### src/logic/lcdtc_pkg.sv
// constants, field layout and types of the lcd panel timing control block
package lcdtc_pkg;
  // ******************************************************
  // register map
  // ******************************************************
  localparam logic [31:0] ADDR_CTRL1  = 32'h4D000000;
  localparam logic [31:0] ADDR_CTRL2  = 32'h4D000004;
  localparam logic [31:0] ADDR_CTRL4  = 32'h4D00000C;
  localparam logic [31:0] ADDR_CTRL5  = 32'h4D000010;
  localparam logic [31:0] RESET_WORD  = 32'h00000000;
  localparam logic [31:0] CTRL1_WMASK = 32'h0003FFFF;
  localparam logic [31:0] CTRL4_WMASK = 32'h0000FF00;
  localparam logic [31:0] CTRL5_WMASK = 32'h00000028;
  // ******************************************************
  // field positions
  // ******************************************************
  localparam int LCNT_LSB = 18;
  localparam int LCNT_W   = 10;
  localparam int CDIV_LSB = 8;
  localparam int CDIV_W   = 10;
  localparam int TSEL_BIT = 7;
  localparam int PTYP_LSB = 5;
  localparam int PTYP_W   = 2;
  localparam int BPP_LSB  = 1;
  localparam int BPP_W    = 4;
  localparam int VOE_BIT  = 0;
  localparam int VBP_LSB  = 24;
  localparam int VLC_LSB  = 14;
  localparam int VFP_LSB  = 6;
  localparam int PORCH_W  = 8;
  localparam int VSW_LSB  = 0;
  localparam int VSW_W    = 6;
  localparam int TRV_LSB  = 8;
  localparam int TRV_W    = 8;
  localparam int PWEN_BIT = 3;
  localparam int PWFL_BIT = 5;
  localparam logic [1:0] PTYP_TFT = 2'h3;
  // ******************************************************
  // types and decoding
  // ******************************************************
  typedef enum logic [1:0] {VS_SYNC, VS_BACK, VS_ACTIVE, VS_FRONT} lcdtc_vstate_e;

  // bits per pixel of a depth code, zero for unused codes
  function automatic logic [4:0] lcdtc_depth(input logic tft, input logic [3:0] code);
    logic [4:0] bits;
    bits = 5'h00;
    unique case ({tft, code})
      5'h00:   bits = 5'h01;
      5'h01:   bits = 5'h02;
      5'h02:   bits = 5'h04;
      5'h03:   bits = 5'h08;
      5'h04:   bits = 5'h0C;
      5'h18:   bits = 5'h01;
      5'h19:   bits = 5'h02;
      5'h1A:   bits = 5'h04;
      5'h1B:   bits = 5'h08;
      5'h1C:   bits = 5'h10;
      5'h1D:   bits = 5'h18;
      default: bits = 5'h00;
    endcase
    return bits;
  endfunction
endpackage

### src/logic/lcdtc_cfg_if.sv
// settings and vertical status passed between top and vertical sequencer
`timescale 1ns/100ps
interface lcdtc_cfg_if;
  logic                enable;
  logic                tft;
  logic                toggle_sel;
  logic [7:0]          toggle_val;
  logic [7:0]          back_porch;
  logic [7:0]          front_porch;
  logic [5:0]          sync_width;
  logic [9:0]          line_count;
  logic                line_tick;
  logic [9:0]          line_counter;
  lcdtc_pkg::lcdtc_vstate_e vstate;
  logic                ac_bias;
  modport ctl  (output enable, tft, toggle_sel, toggle_val, back_porch, front_porch,
                sync_width, line_count, line_tick,
                input line_counter, vstate, ac_bias);
  modport vert (input enable, tft, toggle_sel, toggle_val, back_porch, front_porch,
                sync_width, line_count, line_tick,
                output line_counter, vstate, ac_bias);
endinterface

### src/logic/lcdtc_panel_timing.sv
// top of the lcd panel timing control block with its apb register file
//
// Local design decision: the APB slave port.
`timescale 1ns/100ps
module lcdtc_panel_timing #(
  parameter logic [11:0] H_ACTIVE = 12'h140,
  parameter logic [11:0] H_TOTAL  = 12'h150,
  parameter logic [11:0] H_SHIFT  = 12'h0A8
) (
  input  wire logic        pclk,
  input  wire logic        presetn,
  input  wire logic        psel,
  input  wire logic        penable,
  input  wire logic        pwrite,
  input  wire logic [31:0] paddr,
  input  wire logic [31:0] pwdata,
  output logic [31:0]      prdata,
  output logic             pready,
  output logic             pslverr,
  output logic             pixel_clock,
  output logic             horiz_sampling_clock,
  output logic             horiz_start_pulse,
  output logic             source_load_pulse,
  output logic             vertical_shift_clock,
  output logic             vertical_start_pulse,
  output logic             ac_bias_signal,
  output logic             video_data_enable,
  output logic             panel_power_pin,
  output logic             tft_mode,
  output logic [4:0]       pixel_bits
);
  // ******************************************************
  // apb decode
  // ******************************************************
  logic [31:0] ctrl1_reg;
  logic [31:0] ctrl2_reg;
  logic [31:0] ctrl4_reg;
  logic [31:0] ctrl5_reg;
  logic [31:0] rd_mux;
  logic [31:0] ctrl1_view;
  logic [11:0] h_cnt_reg;
  logic        sel1;
  logic        sel2;
  logic        sel4;
  logic        sel5;
  logic        mapped;
  logic        wr_en;
  logic        rd_setup;
  logic        voe;
  logic        pwen;
  logic        pwflip;
  logic        pix_rise;
  logic        vactive;
  logic        h_first;
  logic        h_last;
  logic        stn_first;

  lcdtc_cfg_if cfg ();

  assign sel1 = paddr == lcdtc_pkg::ADDR_CTRL1;
  assign sel2 = paddr == lcdtc_pkg::ADDR_CTRL2;
  assign sel4 = paddr == lcdtc_pkg::ADDR_CTRL4;
  assign sel5 = paddr == lcdtc_pkg::ADDR_CTRL5;
  assign mapped = sel1 | sel2 | sel4 | sel5;
  assign wr_en = psel & penable & pwrite & mapped;
  assign rd_setup = psel & ~penable & ~pwrite;
  assign pready = 1'b1;
  assign pslverr = psel & penable & ~mapped;

  // line counter field is live status, not storage
  assign ctrl1_view = ctrl1_reg
                    | ({22'h000000, cfg.line_counter} << lcdtc_pkg::LCNT_LSB);
  assign rd_mux = sel1 ? ctrl1_view :
                  sel2 ? ctrl2_reg  :
                  sel4 ? ctrl4_reg  :
                  sel5 ? ctrl5_reg  : lcdtc_pkg::RESET_WORD;

  // ******************************************************
  // registers
  // ******************************************************
  always_ff @(posedge pclk or negedge presetn) begin
    if (!presetn) begin
      ctrl1_reg <= lcdtc_pkg::RESET_WORD;
      ctrl2_reg <= lcdtc_pkg::RESET_WORD;
      ctrl4_reg <= lcdtc_pkg::RESET_WORD;
      ctrl5_reg <= lcdtc_pkg::RESET_WORD;
    end else if (wr_en) begin
      if (sel1) ctrl1_reg <= pwdata & lcdtc_pkg::CTRL1_WMASK;
      if (sel2) ctrl2_reg <= pwdata;
      if (sel4) ctrl4_reg <= pwdata & lcdtc_pkg::CTRL4_WMASK;
      if (sel5) ctrl5_reg <= pwdata & lcdtc_pkg::CTRL5_WMASK;
    end
  end

  always_ff @(posedge pclk or negedge presetn) begin
    if (!presetn) begin
      prdata <= lcdtc_pkg::RESET_WORD;
    end else if (rd_setup) begin
      prdata <= rd_mux;
    end
  end

  // ******************************************************
  // settings
  // ******************************************************
  assign voe    = ctrl1_reg[lcdtc_pkg::VOE_BIT];
  assign pwen   = ctrl5_reg[lcdtc_pkg::PWEN_BIT];
  assign pwflip = ctrl5_reg[lcdtc_pkg::PWFL_BIT];
  assign tft_mode = ctrl1_reg[lcdtc_pkg::PTYP_LSB +: lcdtc_pkg::PTYP_W]
                    == lcdtc_pkg::PTYP_TFT;
  assign pixel_bits = lcdtc_pkg::lcdtc_depth(tft_mode,
                        ctrl1_reg[lcdtc_pkg::BPP_LSB +: lcdtc_pkg::BPP_W]);

  assign cfg.enable      = voe;
  assign cfg.tft         = tft_mode;
  assign cfg.toggle_sel  = ctrl1_reg[lcdtc_pkg::TSEL_BIT];
  assign cfg.toggle_val  = ctrl4_reg[lcdtc_pkg::TRV_LSB +: lcdtc_pkg::TRV_W];
  assign cfg.back_porch  = ctrl2_reg[lcdtc_pkg::VBP_LSB +: lcdtc_pkg::PORCH_W];
  assign cfg.front_porch = ctrl2_reg[lcdtc_pkg::VFP_LSB +: lcdtc_pkg::PORCH_W];
  assign cfg.sync_width  = ctrl2_reg[lcdtc_pkg::VSW_LSB +: lcdtc_pkg::VSW_W];
  assign cfg.line_count  = ctrl2_reg[lcdtc_pkg::VLC_LSB +: lcdtc_pkg::LCNT_W];

  // ******************************************************
  // pixel clock and line timing
  // ******************************************************
  lcdtc_pixdiv #(
    .DW (lcdtc_pkg::CDIV_W)
  ) u_pixdiv (
    .pclk        (pclk),
    .presetn     (presetn),
    .enable      (voe),
    .tft         (tft_mode),
    .divider     (ctrl1_reg[lcdtc_pkg::CDIV_LSB +: lcdtc_pkg::CDIV_W]),
    .pixel_clock (pixel_clock),
    .pix_rise    (pix_rise)
  );

  lcdtc_vertical u_vertical (
    .pclk    (pclk),
    .presetn (presetn),
    .cfg     (cfg)
  );

  assign h_first = h_cnt_reg == 12'h000;
  assign h_last  = h_cnt_reg == (H_TOTAL - 12'h001);
  assign cfg.line_tick = pix_rise & h_last;
  assign vactive = cfg.vstate == lcdtc_pkg::VS_ACTIVE;
  assign stn_first = ~tft_mode & vactive & (cfg.line_counter == cfg.line_count);
  assign horiz_sampling_clock = pixel_clock;

  always_ff @(posedge pclk or negedge presetn) begin
    if (!presetn) begin
      h_cnt_reg <= '0;
    end else if (!voe) begin
      h_cnt_reg <= '0;
    end else if (pix_rise) begin
      h_cnt_reg <= h_last ? 12'h000 : h_cnt_reg + 12'h001;
    end
  end

  // ******************************************************
  // panel outputs
  // ******************************************************
  always_ff @(posedge pclk or negedge presetn) begin
    if (!presetn) begin
      horiz_start_pulse    <= 1'b0;
      source_load_pulse    <= 1'b0;
      vertical_shift_clock <= 1'b0;
      vertical_start_pulse <= 1'b0;
      ac_bias_signal       <= 1'b0;
      video_data_enable    <= 1'b0;
      panel_power_pin      <= 1'b0;
    end else begin
      horiz_start_pulse    <= voe & vactive & h_first;
      source_load_pulse    <= voe & h_last;
      vertical_shift_clock <= voe & (h_cnt_reg < H_SHIFT);
      vertical_start_pulse <= voe & ((cfg.vstate == lcdtc_pkg::VS_SYNC) | stn_first);
      ac_bias_signal       <= voe & cfg.ac_bias;
      video_data_enable    <= voe & vactive & (h_cnt_reg < H_ACTIVE);
      panel_power_pin      <= (pwen & voe) ^ pwflip;
    end
  end
endmodule // lcdtc_panel_timing

### src/logic/lcdtc_pixdiv.sv
// pixel clock divider running from the bus clock
`timescale 1ns/100ps
module lcdtc_pixdiv #(
  parameter int DW = 10
) (
  input  wire logic          pclk,
  input  wire logic          presetn,
  input  wire logic          enable,
  input  wire logic          tft,
  input  wire logic [DW-1:0] divider,
  output logic               pixel_clock,
  output logic               pix_rise
);
  logic [DW:0] half;
  logic [DW:0] cnt_reg;
  logic        wrap;

  // half period: divider+1 on tft, divider on stn (floor of one)
  assign half = tft ? ({1'b0, divider} + {{DW{1'b0}}, 1'b1})
                    : ((divider == '0) ? {{DW{1'b0}}, 1'b1} : {1'b0, divider});
  assign wrap = (cnt_reg + {{DW{1'b0}}, 1'b1}) >= half;
  assign pix_rise = enable & wrap & ~pixel_clock;

  always_ff @(posedge pclk or negedge presetn) begin
    if (!presetn) begin
      cnt_reg <= '0;
      pixel_clock <= 1'b0;
    end else if (!enable) begin
      cnt_reg <= '0;
      pixel_clock <= 1'b0;
    end else if (wrap) begin
      cnt_reg <= '0;
      pixel_clock <= ~pixel_clock;
    end else begin
      cnt_reg <= cnt_reg + {{DW{1'b0}}, 1'b1};
    end
  end
endmodule // lcdtc_pixdiv

### src/logic/lcdtc_vertical.sv
// vertical sequencer: sync, porches, active lines, line counter, ac bias
`timescale 1ns/100ps
module lcdtc_vertical (
  input  wire logic pclk,
  input  wire logic presetn,
  lcdtc_cfg_if.vert cfg
);
  lcdtc_pkg::lcdtc_vstate_e state_reg;
  lcdtc_pkg::lcdtc_vstate_e state_next;
  logic [10:0] cnt_reg;
  logic [10:0] len;
  logic [9:0]  line_reg;
  logic [7:0]  ac_cnt_reg;
  logic        ac_reg;
  logic        last;
  logic        frame_end;
  logic        ac_flip;

  // skip phases of zero length, as on stn panels
  function automatic lcdtc_pkg::lcdtc_vstate_e first_live(input lcdtc_pkg::lcdtc_vstate_e s,
      input logic [5:0] sw, input logic [7:0] bp, input logic [7:0] fp);
    lcdtc_pkg::lcdtc_vstate_e r;
    r = s;
    if (r == lcdtc_pkg::VS_FRONT && fp == '0) r = lcdtc_pkg::VS_SYNC;
    if (r == lcdtc_pkg::VS_SYNC && sw == '0) r = lcdtc_pkg::VS_BACK;
    if (r == lcdtc_pkg::VS_BACK && bp == '0) r = lcdtc_pkg::VS_ACTIVE;
    return r;
  endfunction

  // phase lengths in lines
  always_comb begin
    len = '0;
    unique case (state_reg)
      lcdtc_pkg::VS_SYNC:   len = {5'h00, cfg.sync_width};
      lcdtc_pkg::VS_BACK:   len = {3'h0, cfg.back_porch};
      lcdtc_pkg::VS_ACTIVE: len = {1'b0, cfg.line_count} + 11'h001;
      lcdtc_pkg::VS_FRONT:  len = {3'h0, cfg.front_porch};
    endcase
  end

  assign last = (cnt_reg + 11'h001) >= len;
  assign state_next = first_live(lcdtc_pkg::lcdtc_vstate_e'(state_reg + 2'h1),
                                 cfg.sync_width, cfg.back_porch, cfg.front_porch);
  assign frame_end = cfg.line_tick & last & (state_reg == lcdtc_pkg::VS_ACTIVE);
  assign ac_flip = cfg.toggle_sel ? (cfg.line_tick & (ac_cnt_reg >= cfg.toggle_val))
                                  : frame_end;

  always_ff @(posedge pclk or negedge presetn) begin
    if (!presetn) begin
      state_reg <= lcdtc_pkg::VS_SYNC;
      cnt_reg <= '0;
    end else if (!cfg.enable) begin
      state_reg <= lcdtc_pkg::VS_SYNC;
      cnt_reg <= '0;
    end else if (cfg.line_tick) begin
      state_reg <= last ? state_next : state_reg;
      cnt_reg <= last ? 11'h000 : cnt_reg + 11'h001;
    end
  end

  // line counter: reload on entering the active phase, count down per active line
  always_ff @(posedge pclk or negedge presetn) begin
    if (!presetn) begin
      line_reg <= '0;
    end else if (!cfg.enable) begin
      line_reg <= '0;
    end else if (cfg.line_tick && last && state_next == lcdtc_pkg::VS_ACTIVE) begin
      line_reg <= cfg.line_count;
    end else if (cfg.line_tick && state_reg == lcdtc_pkg::VS_ACTIVE && line_reg != '0) begin
      line_reg <= line_reg - 10'h001;
    end
  end

  always_ff @(posedge pclk or negedge presetn) begin
    if (!presetn) begin
      ac_cnt_reg <= '0;
      ac_reg <= 1'b0;
    end else if (!cfg.enable) begin
      ac_cnt_reg <= '0;
      ac_reg <= 1'b0;
    end else begin
      ac_reg <= ac_reg ^ ac_flip;
      if (cfg.line_tick) begin
        ac_cnt_reg <= ac_flip ? 8'h00 : ac_cnt_reg + 8'h01;
      end
    end
  end

  assign cfg.vstate = state_reg;
  assign cfg.line_counter = line_reg;
  assign cfg.ac_bias = ac_reg;
endmodule // lcdtc_vertical

### config.mk
export PLATFORM = sky130hd
export DESIGN_NAME = lcdtc_panel_timing
export DESIGN_NICKNAME = d
export VERILOG_FILES = /design/src/logic/lcdtc_pkg.sv /design/src/logic/lcdtc_cfg_if.sv /design/src/logic/lcdtc_panel_timing.sv /design/src/logic/lcdtc_pixdiv.sv /design/src/logic/lcdtc_vertical.sv
export SDC_FILE = /design/constraint.sdc
export NUM_CORES = 1
export LEC_CHECK = 0
export BUFFER_PORTS_ARGS = -buffer_cell sky130_fd_sc_hd__buf_2
export CORE_MARGIN = 2
export CORE_UTILIZATION = 51
export DETAILED_ROUTE_END_ITERATION = 16
export PLACE_DENSITY = 0.72
export SETUP_SLACK_MARGIN = 0.05
export SLEW_MARGIN = 20
export SYNTH_ARGS = -nofsm -noshare
export SYNTH_HDL_FRONTEND = slang
export SYNTH_SLANG_ARGS = --single-unit
### constraint.sdc
create_clock -name pclk -period 4.71 [get_ports pclk]
set_clock_uncertainty 0.05 [all_clocks]
set_input_delay 1.413 -clock pclk [delete_from_list [all_inputs] [get_ports pclk]]
set_output_delay 1.413 -clock pclk [all_outputs]
set_load 0.05 [all_outputs]
Yosys cells after proc, flatten, opt, wreduce, memory -nomap -nowiden. Memories as Yosys holds them, arrays and structs flattened. Index checks and enable logic that the tools add are counted.

Memories: 1. Register bits after elaboration: 155. Bits in read-only memories: 160. Logic and storage cells: 137.

Memories: (no name shown) (words 32, bits a word 5, read ports 1, clocked after memory_dff 0, write ports 0, line lcdtc_pkg.sv:47) `unique case ({tft, code})`.

Reduce and logical (&&, ||, !) cells: 20. Add/subtract/negate cells: 8. $lt $le $gt $ge: 5. Mux-type cells: 31. Eq/ne operators: 18. Bitwise logic cells: 34.

Operator list (number): $eq 32x31->1 const B (4); $mux 11 (6); $mux 32 (2); $pmux 11 s4 (1); $mux 10 (4); $mux 12 (3); $or 18x28->28 (1); $mux 8 (3); $add 10x1->11 const B (2); $add 11x1->11 const B (2); $and 1x1->1 (22); $ge 11x11->1 (2); $logic_not 8->1 (2); $mux 16 (1); $add 12x1->12 const B (1); $eq 12x9->1 const B (1); $logic_not 12->1 (1); $lt 12x8->1 const B (1); $lt 12x9->1 const B (1); $mux 2 (6); $eq 10x10->1 (1); $eq 2x2->1 const B (5); $logic_not 10->1 (1); $reduce_and 2->1 (5); 16 further kinds (38).

Longest topological paths before layout.
Word-level depth: 14. Mapped depth: 16.

Modules after synthesis. From an unflattened synthesis, not the netlist that was laid out.

Cells, all modules: 885. Area total of the unflattened synthesis: 9147.5 um^2.

Modules (own cells, without submodules): lcdtc_panel_timing (area an instance 5243.8 um^2, times used 1, seq. area each 2777.7 um^2, cells an instance 439); lcdtc_vertical (area an instance 2860.2 um^2, times used 1, seq. area each 800.8 um^2, cells an instance 332); lcdtc_pixdiv (area an instance 1043.5 um^2, times used 1, seq. area each 300.3 um^2, cells an instance 114).

Worst setup path before layout. Ideal clock, no wire load.

Path kind: reg-to-output. From: register ctrl1_reg[5]. To: output port pixel_bits[1]. Buffers on the path: 1. Stages on the path, launching flop included: 5. Arrival time: 3.027 ns. Slack: 0.220 ns. Cells stage by stage: dfrtp_1 and2_1 buf_1 xor2_1 nor4b_1.

Word-level cells in the longest chain between the ends: 2.

Ends and longest elaborated chain: start: declaration (line lcdtc_panel_timing.sv:35) `logic [31:0] ctrl1_reg;`; start signal: assignment (line lcdtc_panel_timing.sv:83) `ctrl1_reg <= lcdtc_pkg::RESET_WORD;`; start signal: assignment (line lcdtc_panel_timing.sv:88) `if (sel1) ctrl1_reg <= pwdata & lcdtc_pkg::CTRL1_WMASK;`; $eq 2x2->1 (line lcdtc_panel_timing.sv:110) `== lcdtc_pkg::PTYP_TFT;`; net tft_mode (line lcdtc_panel_timing.sv:29) `output logic tft_mode,`; $mem_v2 32x5; end: declaration (line lcdtc_panel_timing.sv:30) `output logic [4:0] pixel_bits`.

The timed path passes the listed nets, and every way through them passes these cells.

Worst setup path in the final report.
From: input port paddr[21]. To: output port pslverr.

Word-level cells in the longest chain between the ends: 6.

Ends and longest elaborated chain: start: declaration (line lcdtc_panel_timing.sv:15) `input wire logic [31:0] paddr,`; $eq 32x31->1, on equally long branches (line lcdtc_panel_timing.sv:60, lcdtc_panel_timing.sv:61); $or 1x1->1 (2 in a row) (line lcdtc_panel_timing.sv:64) `assign mapped = sel1 | sel2 | sel4 | sel5;`; $or 1x1->1 (*) (line lcdtc_panel_timing.sv:64); $not 1->1 (*) (line lcdtc_panel_timing.sv:68) `assign pslverr = psel & penable & ~mapped;`; $and 1x1->1 (*) (line lcdtc_panel_timing.sv:68); end: declaration (line lcdtc_panel_timing.sv:19) `output logic pslverr,`.

Every way passes the cells marked *; elsewhere a longest branch is shown, timed or not.

==> flow_metrics.py <==
metrics = {
    "cts": {
        "holdBufCountCts": 0,
        "cts_tree": "built",
        "cts-root-buf": "clkbuf_16",
        "post_cts_buffers": 0,
        "path_clk_slew_ns": 0.06,
        "cts_buffer_depth": 2,
        "postCtsResizedCells": 0,
        "cts.sinks": 155,
        "cts_buffers": 17,
        "cts_max_level": 4,
        "insertion_delay_ns": 0.43,
    },
    "floorplanning": {
        "rows": 47,
        "die_y_um": 135,
        "floorplan.initialDensity": 0.522,
        "core_region_area_um2": 16600,
        "die_w_um": 135,
        "dieArea_um2": 18100,
        "num_io_pins": 118,
    },
    "timing": {
        "fin_crit_sh": 0.875,
        "finalMaxSlewViolations": 0,
        "slew_headroom": 0.449,
        "clock.fmax_ghz": 0.243,
        "layout_min_cycle_time_ns": 4.12,
        "hold_viol_final": 0,
        "rsz0062_at_grt": "no",
        "worst_slack_ns": 0.589,
        "worst_pin_slew_ns": 0.826,
        "setup_tns_ns": 0,
        "setup_viol": 0,
    },
    "final_layout": {
        "area_growth_pct": 16.3,
        "final_nets": 1089,
        "layout-drive-gt1-share": 0.236,
        "regArea_um2": 3880,
        "fillers": 1403,
        "fin_cells": 1209,
        "n_antenna_cell": 0,
        "multi_input_area_um2": 4510,
    },
    "detailed_routing": {
        "ant_nets": 0,
        "routed_wl_um": 21400,
        "route.vias.total": 7031,
        "drt_first_pass_iters": 6,
        "wire_per_inst_um": 17.7,
        "drc": 0,
        "drt-initial-drc-count": 595,
        "vias_per_cell": 5.82,
    },
    "synth": {
        "syn_nets": 988,
        "synth_flop_cell": "dfrtp_1",
        "ys_seq_elements": 155,
        "yosys_warnings": 0,
        "syn-cell-area_um2": 8690,
        "synth_edf_count": 0,
        "synth_cell_types": 62,
        "avgSynthCellArea_um2": 9.94,
        "async_flop_share": 1.00,
        "ys_seq_area_frac": 0.446,
        "syn_inst": 875,
    },
    "critical_path": {
        "reg2reg_to": "u_vertical.ac_cnt_reg[6]",
        "r2r_cells": 14,
        "cp_max_fo": 2,
        "cp-start-kind": "input pin",
        "critPathCaptureType": "output port",
        "reg2reg_slack_ns": 0.80,
        "crit_type": "input pin to output port",
        "arrival_ns": 2.66,
        "required_ns": 3.25,
        "worst_r2r_startpoint": "ctrl2_reg[16]",
    },
    "min_path": {
        "hold-path-cell-count": 1,
        "hold_end": "panel_power_pin",
        "hold_class": "register to register",
        "worstHoldStart": "ctrl5_reg[5]",
    },
    "job": {
        "drv_cap": 0,
    },
    "global_routing": {
        "grt_max_degree": 70,
        "grt.overflow.total": 0,
        "antenna_found_initial": 0,
        "grt_pass1_vias": 6681,
        "grt_pass1_wl_um": 34800,
        "track_usage": 0.244,
    },
    "status": {
        "status": "complete, no violations",
    },
    "placement": {
        "port_buffers": 116,
        "place_congestion": 0.901,
        "hpwl_um": 15200,
        "dp_slack_ns": 0.570,
        "place_inst": 1177,
    },
    "pwr": {
        "p_per_area_nw_per_um2": 311,
        "leakagePower_nw": 4.95,
        "p_total_w": 0.00315,
        "ir_drop_uv": 327,
    },
}
worst max-delay path, stage by stage:
cell	delay [ns]
buf_2	0.10
nor4b_1	0.32
nand4_1	0.21
nor4b_2	0.31
nor3_1	0.08
buf_2	0.22
cells in the mapped netlist (all sizes together), types with 5 or more instances:
library cell	n	area share
and2	6	0.0043
nor2	92	0.040
nor4	16	0.012
a221oi	26	0.026
a21oi	22	0.013
a222oi	5	0.0058
nand2	63	0.027
a21o	7	0.0060
nor3b	6	0.0052
o21a	7	0.0060
a22oi	6	0.0052
a211oi	8	0.0075
nand4	18	0.013
xor2	38	0.038
xnor2	26	0.026
buf	26	0.016
nand2b	7	0.0050
and3	26	0.019
clkbuf	26	0.011
nand3	39	0.022
nor3	9	0.0052
inv	23	0.0099
dfrtp	155	0.45
a22o	9	0.0091
a31oi	7	0.0050
mux2	59	0.076
o21ai	50	0.029
nor2b	8	0.0058
ha	44	0.063
how the worst max path moves through the flow:
stage,startpoint,endpoint,slack (ns)
after floorplan,ctrl1_reg[5],pixel_bits[1],0.22
after global placement,paddr[1],pslverr,0.62
after detailed placement,paddr[21],pslverr,0.57
after CTS,paddr[21],pslverr,0.56
after global routing,paddr[9],pslverr,0.42
final,paddr[21],pslverr,0.59
per-stage QoR:
step / cell area, um2 / utilization / hold WS, ns
after floorplan: 8690 / - / 0.404
after global placement: 9480 / 0.570 / 0.424
after detailed placement: 9480 / 0.570 / 0.426
after CTS: 10100 / 0.608 / 0.435
after global routing: 10100 / 0.608 / 0.457
final: 10100 / 0.608 / 0.430
power breakdown:
part           internal [W]  switching, W
Clock              0.000905      0.000569
Combinational     0.0000742      0.000214
Sequential          0.00137     0.0000176
Total               0.00235      0.000800
cells in the final DEF (no fill, tap or decap), drive strengths merged, types with 5 or more instances in the layout:
cell    instances
a211oi          8
a21o            7
a21oi          22
a221oi         26
a222oi          5
a22o            9
a22oi           6
a31oi           7
and2            6
and3           26
buf           134
clkbuf         19
dfrtp         155
ha             44
inv            25
mux2           59
nand2          63
nand2b          7
nand3          39
nand4          18
nor2           92
nor2b           8
nor3            9
nor3b           6
nor4           16
o21a            7
o21ai          50
xnor2          26
xor2           38
kinds of logic after synthesis:
logic type,Yosys count,share of synthesized area
AO/OA/AOI/OAI,168,0.133
XOR/XNOR,64,0.0645
AND/OR/NAND/NOR,308,0.178
buffers and inverters,75,0.0371
multiplexers,60,0.0776
other,1,0.000431
adder cells (fa/ha/maj),44,0.0633
flip-flops,155,0.446
final cells by class:
type	count	area share
Inverter	23	0.00854
Timing Repair Buffer	134	0.0726
Multi-Input combinational cell	645	0.446
Clock inverter	13	0.0188
Clock buffer	19	0.0438
Tap cell	220	0.0272
Sequential cell	155	0.384
routing by layer:
layer	part of all wire	track usage	vias up
met5	0	0	-
met4	0.013	0.0632	0
met3	0.053	0.0499	24
met2	0.47	0.385	209
met1	0.46	0.345	3432
li1	-	-	3366
Power figures use the tool's default switching activity.
